[config.mk]
export PLATFORM = sky130hd
export DESIGN_NAME = ascp_port
export DESIGN_NICKNAME = d
export VERILOG_FILES = /design/src/ascp_pkg.sv /design/src/ascp_port.sv
export SDC_FILE = /design/constraint.sdc
export NUM_CORES = 1
export LEC_CHECK = 0
export BUFFER_PORTS_ARGS = -buffer_cell sky130_fd_sc_hd__buf_2
export CAP_MARGIN = 20
export CORE_ASPECT_RATIO = 2
export CORE_MARGIN = 2
export CORE_UTILIZATION = 59
export CTS_CLUSTER_DIAMETER = 30
export DETAILED_ROUTE_END_ITERATION = 8
export PLACE_DENSITY = 0.9
export SLEW_MARGIN = 30
export SYNTH_ARGS = -nofsm -noshare
export SYNTH_HDL_FRONTEND = slang
export SYNTH_SLANG_ARGS = --single-unit
export TNS_END_PERCENT = 1
[constraint.sdc]
create_clock -name mclk_in -period 3.7 [get_ports mclk_in]
set_clock_uncertainty 0.1 [all_clocks]
set_input_delay 0.555 -clock mclk_in [delete_from_list [all_inputs] [get_ports mclk_in]]
set_output_delay 0.555 -clock mclk_in [all_outputs]
set_load 0.02 [all_outputs]
[src/ascp_pkg.sv]
// package for the serial configuration port of the converter
// assumes a single system clock domain; pins are synchronised in the top
package ascp_pkg;

    // ------------------------------------------------------------------
    // register offsets
    // ------------------------------------------------------------------
    localparam logic [12:0] ADDR_PORT_SETUP  = 13'h0000;
    localparam logic [12:0] ADDR_BURST_LAST  = 13'h0002;
    localparam logic [12:0] ADDR_DIE_ID      = 13'h0008;
    localparam logic [12:0] ADDR_DIE_REV     = 13'h0009;
    localparam logic [12:0] ADDR_CONV_SEL    = 13'h0010;
    localparam logic [12:0] ADDR_OFS_LARGE   = 13'h0020;
    localparam logic [12:0] ADDR_OFS_SMALL   = 13'h0021;
    localparam logic [12:0] ADDR_GAIN_LARGE  = 13'h0022;
    localparam logic [12:0] ADDR_GAIN_MID    = 13'h0023;
    localparam logic [12:0] ADDR_GAIN_SMALL  = 13'h0024;
    localparam logic [12:0] ADDR_POWER_SEL   = 13'h0025;

    // ------------------------------------------------------------------
    // field positions and values
    // ------------------------------------------------------------------
    localparam int          BIT_OUT_ENABLE   = 7;
    localparam int          BIT_LSB_FIRST    = 6;
    localparam int          BIT_SOFT_RESET   = 5;
    localparam logic [7:0]  PORT_SETUP_RST   = 8'h18;
    localparam logic [7:0]  BURST_LAST_RST   = 8'h00;
    localparam logic [7:0]  CONV_SEL_RST     = 8'h00;
    localparam logic [7:0]  TRIM_MID_RST     = 8'h80;
    localparam logic [7:0]  GAIN_LARGE_RST   = 8'h00;
    localparam logic [7:0]  POWER_SEL_RST    = 8'h00;
    localparam logic [7:0]  INDEX_ERROR_CODE = 8'hAD;
    localparam logic [2:0]  PWR_PIN          = 3'h0;
    localparam logic [2:0]  PWR_NORMAL       = 3'h1;
    localparam logic [2:0]  PWR_NAP          = 3'h2;
    localparam logic [2:0]  PWR_SLEEP        = 3'h4;
    localparam int          INSTR_BITS       = 16;

    // ------------------------------------------------------------------
    // types
    // ------------------------------------------------------------------
    typedef enum logic [1:0] {
        ASCP_PM_NORMAL,
        ASCP_PM_NAP,
        ASCP_PM_SLEEP
    } ascp_power_type;

    typedef struct packed {
        logic [7:0] offset_large;
        logic [7:0] offset_small;
        logic [3:0] gain_large;
        logic [7:0] gain_mid;
        logic [7:0] gain_small;
    } ascp_trim_type;

endpackage : ascp_pkg

[src/ascp_port.sv]
// serial configuration slave with its register bank
// assumes serial pins come from another domain and are synchronised here
`timescale 1ns/1ps

module ascp_port #(
    parameter logic [7:0] DIE_ID_VALUE  = 8'h5A, // arbitrary value
    parameter logic [7:0] DIE_REV_VALUE = 8'h01, // arbitrary value
    parameter int         NUM_CONV      = 1
) (
    // clock and reset
    input  wire logic                   mclk_in,
    input  wire logic                   rst_in,
    // serial pins
    input  wire logic                   serial_clock_in,
    input  wire logic                   chip_select_n_in,
    input  wire logic                   serial_data_in,
    output logic                        serial_data_out,
    output logic                        serial_data_oe_out,
    output logic                        serial_out_pin_out,
    // converter side
    input  wire logic [1:0]             power_state_pin_in,
    input  wire ascp_pkg::ascp_trim_type cal_trim_in,
    output ascp_pkg::ascp_trim_type     trim_out,
    output ascp_pkg::ascp_power_type    power_state_out
);
    import ascp_pkg::*;

    if (NUM_CONV < 1 || NUM_CONV > 8) begin : g_conv_check
        $error("NUM_CONV must be 1 to 8");
    end

    // ------------------------------------------------------------------
    // pin synchronisers
    // ------------------------------------------------------------------
    logic [1:0] sclk_sync_r;
    logic [1:0] csn_sync_r;
    logic [1:0] sdi_sync_r;
    logic       sclk_last_r;
    logic       csn_last_r;

    always_ff @(posedge mclk_in) begin
        if (rst_in) begin
            sclk_sync_r <= 2'h0;
            csn_sync_r  <= 2'h3;
            sdi_sync_r  <= 2'h0;
            sclk_last_r <= 1'b0;
            csn_last_r  <= 1'b1;
        end else begin
            sclk_sync_r <= {sclk_sync_r[0], serial_clock_in};
            csn_sync_r  <= {csn_sync_r[0], chip_select_n_in};
            sdi_sync_r  <= {sdi_sync_r[0], serial_data_in};
            sclk_last_r <= sclk_sync_r[1];
            csn_last_r  <= csn_sync_r[1];
        end
    end

    logic sclk_rise;
    logic sclk_fall;
    logic csn_fall;
    logic csn_rise;
    logic selected;
    assign sclk_rise = sclk_sync_r[1] & ~sclk_last_r;
    assign sclk_fall = ~sclk_sync_r[1] & sclk_last_r;
    assign csn_fall  = ~csn_sync_r[1] & csn_last_r;
    assign csn_rise  = csn_sync_r[1] & ~csn_last_r;
    assign selected  = ~csn_sync_r[1];

    // ------------------------------------------------------------------
    // registers
    // ------------------------------------------------------------------
    logic [7:0]    port_setup_r;
    logic [7:0]    burst_last_r;
    logic [7:0]    conv_sel_r;
    ascp_trim_type trim_r;
    logic [2:0]    power_sel_r;
    logic          lsb_first;
    assign lsb_first = port_setup_r[BIT_LSB_FIRST];

    // ------------------------------------------------------------------
    // serial engine
    // ------------------------------------------------------------------
    typedef enum logic [1:0] {
        ST_IDLE, ST_INSTR, ST_DATA, ST_DONE
    } ascp_state_type;
    ascp_state_type state_r;
    logic [15:0]    shift_r;
    logic [4:0]     bit_cnt_r;
    logic           is_read_r;
    logic [1:0]     count_r;
    logic [12:0]    addr_r;
    logic [2:0]     bytes_done_r;
    logic [7:0]     tx_r;
    logic           drive_r;
    logic           burst_end_r;

    logic [15:0] raw_word;
    logic [15:0] instr_word;
    logic [7:0]  data_byte;
    logic        byte_done;
    logic        write_strobe;
    logic [12:0] addr_step;
    logic [7:0]  read_value;
    logic        long_burst;

    // bit order: in lsb-first the word arrives reversed
    // the shifter keeps arrival order; only the decoded views are flipped
    always_comb begin
        raw_word   = {shift_r[14:0], sdi_sync_r[1]};
        instr_word = raw_word;
        data_byte  = raw_word[7:0];
        if (lsb_first) begin
            instr_word = {<<{raw_word}};
            data_byte  = {<<{raw_word[7:0]}};
        end
    end

    assign byte_done    = (state_r == ST_DATA) && sclk_rise
                          && bit_cnt_r == 5'd7;
    assign write_strobe = byte_done && !is_read_r;
    assign addr_step    = lsb_first ? addr_r - 13'd1 : addr_r + 13'd1;
    assign long_burst   = count_r == 2'h3;

    always_ff @(posedge mclk_in) begin
        if (rst_in) begin
            state_r      <= ST_IDLE;
            shift_r      <= 16'h0000;
            bit_cnt_r    <= 5'd0;
            is_read_r    <= 1'b0;
            count_r      <= 2'h0;
            addr_r       <= 13'h0000;
            bytes_done_r <= 3'h0;
            burst_end_r  <= 1'b0;
        end else if (csn_rise) begin
            // short transfers may pause at a byte; long ones abort once a byte is done, else pause
            if (state_r == ST_DONE || (state_r == ST_DATA && long_burst
                && bytes_done_r != 3'h0)) begin
                state_r <= ST_IDLE;
            end else if (state_r == ST_DATA) begin
                bit_cnt_r <= 5'd0;
            end
        end else if (selected && sclk_rise) begin
            unique case (state_r)
                ST_IDLE, ST_INSTR: begin
                    shift_r   <= raw_word;
                    state_r   <= ST_INSTR;
                    bit_cnt_r <= bit_cnt_r + 5'd1;
                    if (bit_cnt_r == 5'(INSTR_BITS - 1)) begin
                        is_read_r    <= instr_word[15];
                        count_r      <= instr_word[14:13];
                        addr_r       <= instr_word[12:0];
                        bytes_done_r <= 3'h0;
                        burst_end_r  <= 1'b0;
                        bit_cnt_r    <= 5'd0;
                        state_r      <= ST_DATA;
                    end
                end
                ST_DATA: begin
                    shift_r   <= raw_word;
                    bit_cnt_r <= bit_cnt_r + 5'd1;
                    if (byte_done) begin
                        bit_cnt_r <= 5'd0;
                        addr_r    <= addr_step;
                        if (bytes_done_r != 3'h7) begin
                            bytes_done_r <= bytes_done_r + 3'h1;
                        end
                        if (addr_r[7:0] == burst_last_r
                            && long_burst) begin
                            burst_end_r <= 1'b1;
                        end
                        if (!long_burst && bytes_done_r[1:0]
                            == count_r) begin
                            state_r <= ST_DONE;
                        end
                    end
                end
                ST_DONE: ;
            endcase
        end else if (!selected && state_r == ST_INSTR) begin
            state_r <= ST_INSTR;
        end
        if (csn_fall && state_r == ST_IDLE) begin
            bit_cnt_r <= 5'd0;
        end
    end

    // ------------------------------------------------------------------
    // read path
    // ------------------------------------------------------------------
    logic indexed;
    logic index_ok;
    assign indexed  = addr_r >= ADDR_OFS_LARGE && addr_r <= ADDR_POWER_SEL;
    assign index_ok = conv_sel_r[0];

    always_comb begin
        read_value = 8'h00;
        unique case (addr_r)
            ADDR_PORT_SETUP: read_value = port_setup_r;
            ADDR_BURST_LAST: read_value = burst_last_r;
            ADDR_DIE_ID:     read_value = DIE_ID_VALUE;
            ADDR_DIE_REV:    read_value = DIE_REV_VALUE;
            ADDR_CONV_SEL:   read_value = conv_sel_r;
            ADDR_OFS_LARGE:  read_value = trim_r.offset_large;
            ADDR_OFS_SMALL:  read_value = trim_r.offset_small;
            ADDR_GAIN_LARGE: read_value = {4'h0, trim_r.gain_large};
            ADDR_GAIN_MID:   read_value = trim_r.gain_mid;
            ADDR_GAIN_SMALL: read_value = trim_r.gain_small;
            ADDR_POWER_SEL:  read_value = {5'h00, power_sel_r};
            default:         read_value = 8'h00;
        endcase
        if (indexed && !index_ok) begin
            read_value = INDEX_ERROR_CODE;
        end
    end

    // output changes on falling serial clock; loads at byte start
    always_ff @(posedge mclk_in) begin
        if (rst_in) begin
            tx_r    <= 8'h00;
            drive_r <= 1'b0;
        end else if (!selected || state_r != ST_DATA || !is_read_r
                     || burst_end_r) begin
            drive_r <= 1'b0;
            tx_r    <= read_value;
        end else if (sclk_fall) begin
            drive_r <= 1'b1;
            if (bit_cnt_r == 5'd0) begin
                tx_r <= read_value;
            end else begin
                tx_r <= lsb_first ? {1'b0, tx_r[7:1]} : {tx_r[6:0], 1'b0};
            end
        end
    end

    logic tx_bit;
    assign tx_bit = lsb_first ? tx_r[0] : tx_r[7];

    always_comb begin
        serial_data_out    = tx_bit;
        serial_data_oe_out = drive_r && !port_setup_r[BIT_OUT_ENABLE];
        serial_out_pin_out = port_setup_r[BIT_OUT_ENABLE] ? tx_bit : 1'b1;
    end

    // ------------------------------------------------------------------
    // register writes
    // ------------------------------------------------------------------
    logic wr_hit;
    logic soft_reset;
    assign wr_hit     = write_strobe && !burst_end_r;
    assign soft_reset = wr_hit && addr_r == ADDR_PORT_SETUP
                        && data_byte[BIT_SOFT_RESET];

    always_ff @(posedge mclk_in) begin
        if (rst_in || soft_reset) begin
            port_setup_r <= PORT_SETUP_RST;
            burst_last_r <= BURST_LAST_RST;
            conv_sel_r   <= CONV_SEL_RST;
        end else if (wr_hit) begin
            unique case (addr_r)
                ADDR_PORT_SETUP: port_setup_r <= data_byte;
                ADDR_BURST_LAST: burst_last_r <= data_byte;
                ADDR_CONV_SEL:   conv_sel_r   <= data_byte;
                default:         ;
            endcase
        end
    end

    logic rst_last_r;
    always_ff @(posedge mclk_in) begin
        rst_last_r <= rst_in;
    end

    // trims load calibration results the cycle after reset is released; not touched by soft reset
    always_ff @(posedge mclk_in) begin
        if (rst_in) begin
            trim_r <= '{TRIM_MID_RST, TRIM_MID_RST, GAIN_LARGE_RST[3:0],
                        TRIM_MID_RST, TRIM_MID_RST};
        end else if (rst_last_r) begin
            trim_r <= cal_trim_in;
        end else if (wr_hit && index_ok) begin
            unique case (addr_r)
                ADDR_OFS_LARGE:  trim_r.offset_large <= data_byte;
                ADDR_OFS_SMALL:  trim_r.offset_small <= data_byte;
                ADDR_GAIN_LARGE: trim_r.gain_large   <= data_byte[3:0];
                ADDR_GAIN_MID:   trim_r.gain_mid     <= data_byte;
                ADDR_GAIN_SMALL: trim_r.gain_small   <= data_byte;
                default:         ;
            endcase
        end
    end

    always_ff @(posedge mclk_in) begin
        if (rst_in) begin
            power_sel_r <= POWER_SEL_RST[2:0];
        end else if (wr_hit && index_ok && addr_r == ADDR_POWER_SEL) begin
            power_sel_r <= data_byte[2:0];
        end
    end

    // ------------------------------------------------------------------
    // converter side outputs
    // ------------------------------------------------------------------
    assign trim_out = trim_r;

    logic [1:0] pin_sync_r [2];
    always_ff @(posedge mclk_in) begin
        if (rst_in) begin
            pin_sync_r[0] <= 2'h0;
            pin_sync_r[1] <= 2'h0;
        end else begin
            pin_sync_r[0] <= power_state_pin_in;
            pin_sync_r[1] <= pin_sync_r[0];
        end
    end

    always_ff @(posedge mclk_in) begin
        if (rst_in) begin
            power_state_out <= ASCP_PM_NORMAL;
        end else begin
            unique case (power_sel_r)
                PWR_NAP:    power_state_out <= ASCP_PM_NAP;
                PWR_SLEEP:  power_state_out <= ASCP_PM_SLEEP;
                PWR_NORMAL: power_state_out <= ASCP_PM_NORMAL;
                default: begin
                    unique case (pin_sync_r[1])
                        2'h1:    power_state_out <= ASCP_PM_SLEEP;
                        2'h2:    power_state_out <= ASCP_PM_NAP;
                        default: power_state_out <= ASCP_PM_NORMAL;
                    endcase
                end
            endcase
        end
    end

endmodule : ascp_port

=== Word-level counts from Yosys, hierarchy flattened ===
Memory sizes are Yosys's and may differ from the RTL's.
Cells that the tools add are included.

* Reductions and logical operators: 61
* Add/subtract/negate cells: 4
* Bitwise gates (word level): 11
* Order comparisons: 2
* Eq/ne operators: 35
* Muxes and demuxes: 51

{| class="wikitable"
|+ Operators with widths
! operator !! count
|-
| $pmux 8 s11 || 1
|-
| $mux 8 || 10
|-
| $eq 13x6->1 const B || 6
|-
| $mux 36 || 2
|-
| $mux 13 || 3
|-
| $mux 5 || 6
|-
| $eq 13x4->1 const B || 2
|-
| $pmux 13 s2 || 1
|-
| $logic_and 1x1->1 || 18
|-
| $mux 2 || 9
|-
| $reduce_bool 2->1 || 9
|-
| $mux 16 || 1
|-
| $reduce_and 2->1 || 8
|-
| $add 13x1->13 const B || 1
|-
| $eq 13x2->1 const B || 1
|-
| $eq 13x5->1 const B || 1
|-
| $ge 13x6->1 const B || 1
|-
| $le 13x6->1 const B || 1
|-
| $logic_not 13->1 || 1
|-
| $sub 13x1->13 const B || 1
|-
| $reduce_and 6->1 || 2
|-
| $pmux 5 s2 || 1
|-
| $reduce_and 5->1 || 2
|-
| $mux 3 || 3
|-
| 34 further kinds || 73
|}

* Output and inout port bits: 41
* Input port bits: 43
* Register bits: 125
* Memories kept: 1
* Word-level logic and storage cells: 191
* Bits in writable memories: 4

{| class="wikitable"
|+ Memory list
! name !! words !! bits a word !! rd ports !! clocked after memory_dff !! wr ports !! RTL line !! RTL
|-
| pin_sync_r || 2 || 2 || 2 || 0 || 2 || ascp_port.sv:304 || <nowiki>logic [1:0] pin_sync_r [2];</nowiki>
|}

=== Longest topological paths before layout ===
* Depth after elaboration: 9
* Gate-level depth with buffers: 10
* Gate-level depth less buffers: 10

=== Worst setup path before layout ===
OpenSTA, ideal clock, no wires.

* Path kind: flip-flop to flip-flop
* Start: register port_setup_r[6]
* End: register addr_r[12]
* Data arrival time: 2.650 ns
* Required time: 3.526 ns
* Setup slack: 0.875 ns
* Buffers on the path: 0
* Setup time: 0.074 ns
* Stages on the path, launching flop included: 10
* Clock period less this slack: 2.825 ns
* Path through: dfxtp_1 clkinv_1 fa_1 nor2b_1 o211ai_1 a21oi_1 o31ai_1 xnor2_1 or4_1 a31oi_1

* Cells in the longest elaborated chain, start to end: 3
* Elaborated cells between the ends (all ways): 5
* Those cells by class: mux (5)

{| class="wikitable"
|+ Ends and longest elaborated chain
! element !! RTL line !! RTL
|-
| from (decl) || ascp_port.sv:71 || <nowiki>logic [7:0] port_setup_r;</nowiki>
|-
| from (signal assigned) || ascp_port.sv:259 || <nowiki>ADDR_PORT_SETUP: port_setup_r <= data_byte;</nowiki>
|-
| $mux 13 / $mux 16 (equally long branches) || ascp_port.sv:120, ascp_port.sv:111 ||
|-
| $mux 13, on equally long branches || ascp_port.sv:160, ascp_port.sv:147 ||
|-
| $pmux 13 s2 * || ascp_port.sv:142 || <nowiki>unique case (state_r)</nowiki>
|-
| to (signal assigned) || ascp_port.sv:150 || <nowiki>addr_r <= instr_word[12:0];</nowiki>
|-
| to (signal assigned) || ascp_port.sv:162 || <nowiki>addr_r <= addr_step;</nowiki>
|-
| to (decl) || ascp_port.sv:90 || <nowiki>logic [12:0] addr_r;</nowiki>
|}

Every way passes the cells marked *; elsewhere a longest branch is shown, timed or not. The select of a mux whose other input is x is not followed.
A chain may end at the register's enable or synchronous reset.

=== Worst setup path in the final report ===
* Start: register addr_r[9]
* End: register port_setup_r[7]

* Cells in the longest elaborated chain, start to end: 4
* Elaborated cells between the ends (all ways): 5
* Those cells by class: reduce/logical (5)

{| class="wikitable"
|+ Ends and longest elaborated chain
! element !! RTL line !! RTL
|-
| $logic_not 13->1 * || ascp_port.sv:249, ascp_port.sv:258 ||
|-
| $logic_and 1x1->1 || ascp_port.sv:249 || <nowiki>assign soft_reset = wr_hit && addr_r == ADDR_PORT_SETUP</nowiki>
|-
| $logic_and 1x1->1 || ascp_port.sv:250 || <nowiki>&& data_byte[BIT_SOFT_RESET];</nowiki>
|-
| $logic_or 1x1->1 || ascp_port.sv:253 || <nowiki>if (rst_in || soft_reset) begin</nowiki>
|}

Every way passes the cells marked *; elsewhere a longest branch is shown, timed or not.

==> results.txt <==
Status -> completed
Setup_tns -> 0 ps
Commonest non-fill, non-tap cells in the layout -> 127 x dfxtp_1, 112 x nand2_1, 83 x nor2_1, 83 x buf_2, 79 x mux2i_1
Drc violations -> 0
Place WS -> 667 ps
# rows -> 57
DP HPWL -> 14.6 mm
Worst path slowest cell -> nand2_1
Mapped cell area -> 0.00716 sq mm
Pre-antenna DRT Iters -> 6
Number of gates resized after cts -> 0
Slew Viols, Final -> 0
Initial antenna violation count -> 0
Final Worst Setup Slack -> 514 ps
Post-Syn Area per Cell -> 8.17 sq um
Grt ovf -> 0
CP max FO -> 23
Area leader, netlist -> dfxtp_1
CTS Sinks -> 129
GP Congestion -> 1.00
Final Hold Vio Count -> 0
Port bufs -> 83
Syn Nets -> 938
Worst vdd ir -> 414 uV
Post-Synth Simple-Gate Area -> 21.8%
Filler Cell Count -> 834
Mapped Cells -> 876
Fin crit share -> 86.1%
Later-pin clock latency in the skew report -> 430 ps
HP Class -> primary input to register
Critical path's largest stage delay -> 630 ps
Total GRT Usage -> 34.5%
Layout cell share with drive strength beyond 1 -> 16.7%
PwrDens -> 424 mW/mm^2
Io pins -> 84
Drt wl/cell -> 20.5 um
CP arrival -> 3350 ps
Number of synthesized flops with an enable pin -> 0
Global-route wire length before repair -> 35.4 mm
CTS tree -> built
Iter 0 DRT Violations -> 1,097
YS warnings -> 0
Crit path top cell by count -> nand2_1
Post-Synth XOR/XNOR Area -> 2.20%
CP Capture Type -> register
Max-cap violation count -> 0
Mux contribution to synthesized area -> 11.5%
Leak pwr -> 0.00328 uW
Post-route ant nets -> 0
TritonCTS buffer count -> 17
Final Setup Violations -> 0
Complex-gate fraction of the synthesized area -> 20.8%
Adder-Cell Fraction of Synth Area -> 3.43%
Crit-path cells -> or4_4 -> nor2_4 -> and2_0 -> and3_1 -> nand2_1 -> nand2_1 -> nor2_1
Core box area -> 0.0120 sq mm
Main synth FF type -> dfxtp_1
Largest net degree at the start of global routing -> 63
Relative slew slack -> 26.4%
Root Driver -> clkbuf_16
Via-to-Cell Ratio -> 6.71
CP top delay family -> simple AND/OR/NAND/NOR gates
Fmax -> 314 MHz
Chip Width -> 81.9 um
Reg clk slew, reported paths -> 60 ps
Most common cell after layout, fill and taps aside -> dfxtp_1
R2r setup slk -> 510 ps
CP required -> 3870 ps
Total number of vias -> 7,358
Asr flop ratio synth -> 0%
Diode count -> 0
Vias in the first global route -> 6,958
Register area share after synthesis -> 36.1%
Unrepaired setup endpoints after global routing -> false
Area fraction of the dominant cell type after synthesis -> 36.1%
Buf+Inv Stages, Crit Path -> 0
Largest family of logic cells by synthesized area -> simple AND/OR/NAND/NOR gates
Yosys reg bits -> 129
Synth area leaders -> dfxtp_1 36%, mux2i_1 11%, nand2_1 5.9%, a21oi_1 5.4%, nor2_1 4.4%
Layout Nets -> 999
Crit Path Category -> register to register
Initial Util -> 59.7%
Die ar. -> 0.0131 sq mm
Buffers from clock root to sink, at most -> 2
Area grow syn2layout -> 16.2%
Die Y -> 160 um
Startpoint Class -> register
Post-route minimum period -> 3190 ps
Post-CTS Hold Buffers -> 0
CTS H-tree lvls -> 4
Synth cell types -> 67
Setup bufs post-CTS -> 0
Tightest Pin Transition -> 1100 ps
DRT Wirelength -> 22.5 mm
## logic make-up after synthesis
logic type / Yosys count
xor gates and xnor gates: 18
DFF: 129
AOI/OAI and AO/OA: 235
and+or+nand+nor: 318
muxes: 82
buffers and inverters: 75
adders and majority gates: 19
## Yosys cell counts (4+ instances only)
library cell,n
a22oi_1,4
nor4_1,6
inv_1,17
dfxtp_1,129
mux2i_1,79
a31oi_1,12
nand3_1,19
ha_1,18
o211ai_1,8
buf_2,10
nand2_1,112
or3_1,4
o22ai_1,28
o21a_1,4
and3_1,5
nor3_1,20
or2_2,8
a22o_1,6
xor2_1,8
o21ai_0,31
o31ai_1,6
nor2b_1,22
nand2b_1,9
a211oi_1,17
xnor2_1,10
a21o_1,11
buf_1,12
clkbuf_1,34
nor2_1,83
a211o_1,5
a21oi_1,77
## final timing paths
| kind | startpoint | to | cells after the start |
|---|---|---|---|
| worst max-delay path | addr_r[9] | port_setup_r[7] | 7 |
| worst max register to register | addr_r[9] | port_setup_r[7] | 7 |
| worst min register to register | csn_sync_r[0] | csn_sync_r[1] | 1 |
| worst min-delay path | chip_select_n_in | csn_sync_r[0] | 2 |
## power by group
group | leakage, uW | internal [uW] | total, uW | switching, uW
Combinational | 0.00191 | 74.2 | 192 | 118
Clock | 0.000316 | 1200 | 1880 | 675
Sequential | 0.00105 | 1420 | 1460 | 36.0
## routing by layer
layer | up-vias | wire [um] | global-route usage [%]
met1 | 3399 | 8280 | 43.4
met2 | 525 | 10500 | 52.2
met3 | 145 | 2410 | 9.55
met5 | - | 0 | 0
met4 | 0 | 1270 | 19.2
li1 | 3289 | - | -
## registers in the layout, summed over array words and instances, names as in the netlist, 4 cells and up
signal	flops
trim_out	36
shift_r	15
port_setup_r	8
conv_sel_r	8
addr_r	13
burst_last_r	8
bit_cnt_r	5
tx_r	8
pin_sync_r	4
## final cells by class
class                      instances  area [sq um]  share of cell area, %
clock inverter                    11           175                   2.11
inverter                          19          71.3                  0.858
sequential                       129          2580                   31.1
multi-input combinational        672          4290                   51.6
timing repair buffer              98           528                   6.35
tap                              147           184                   2.21
clock buffer                      21           480                   5.78
## worst reg2reg max path, delay by kind of cell, from the launching register on
kind             cells  cell delay, ps
and+or+nand+nor      7            2600
DFF                  1             340
## through the flow
step                      util, %  instance area [sq um]  total power, uW  cells  hold WS (ps)
after floorplan                 -                   7160             1590    876           289
after global placement       63.8                   7650             1660   1065           304
after detailed placement     63.9                   7650             1670   1065           305
after CTS                    69.4                   8310             3500   1097           217
after global routing         69.4                   8320             3580   1097           225
final                        69.4                   8320             3530   1097           215
(Power assumes the default switching activity.)
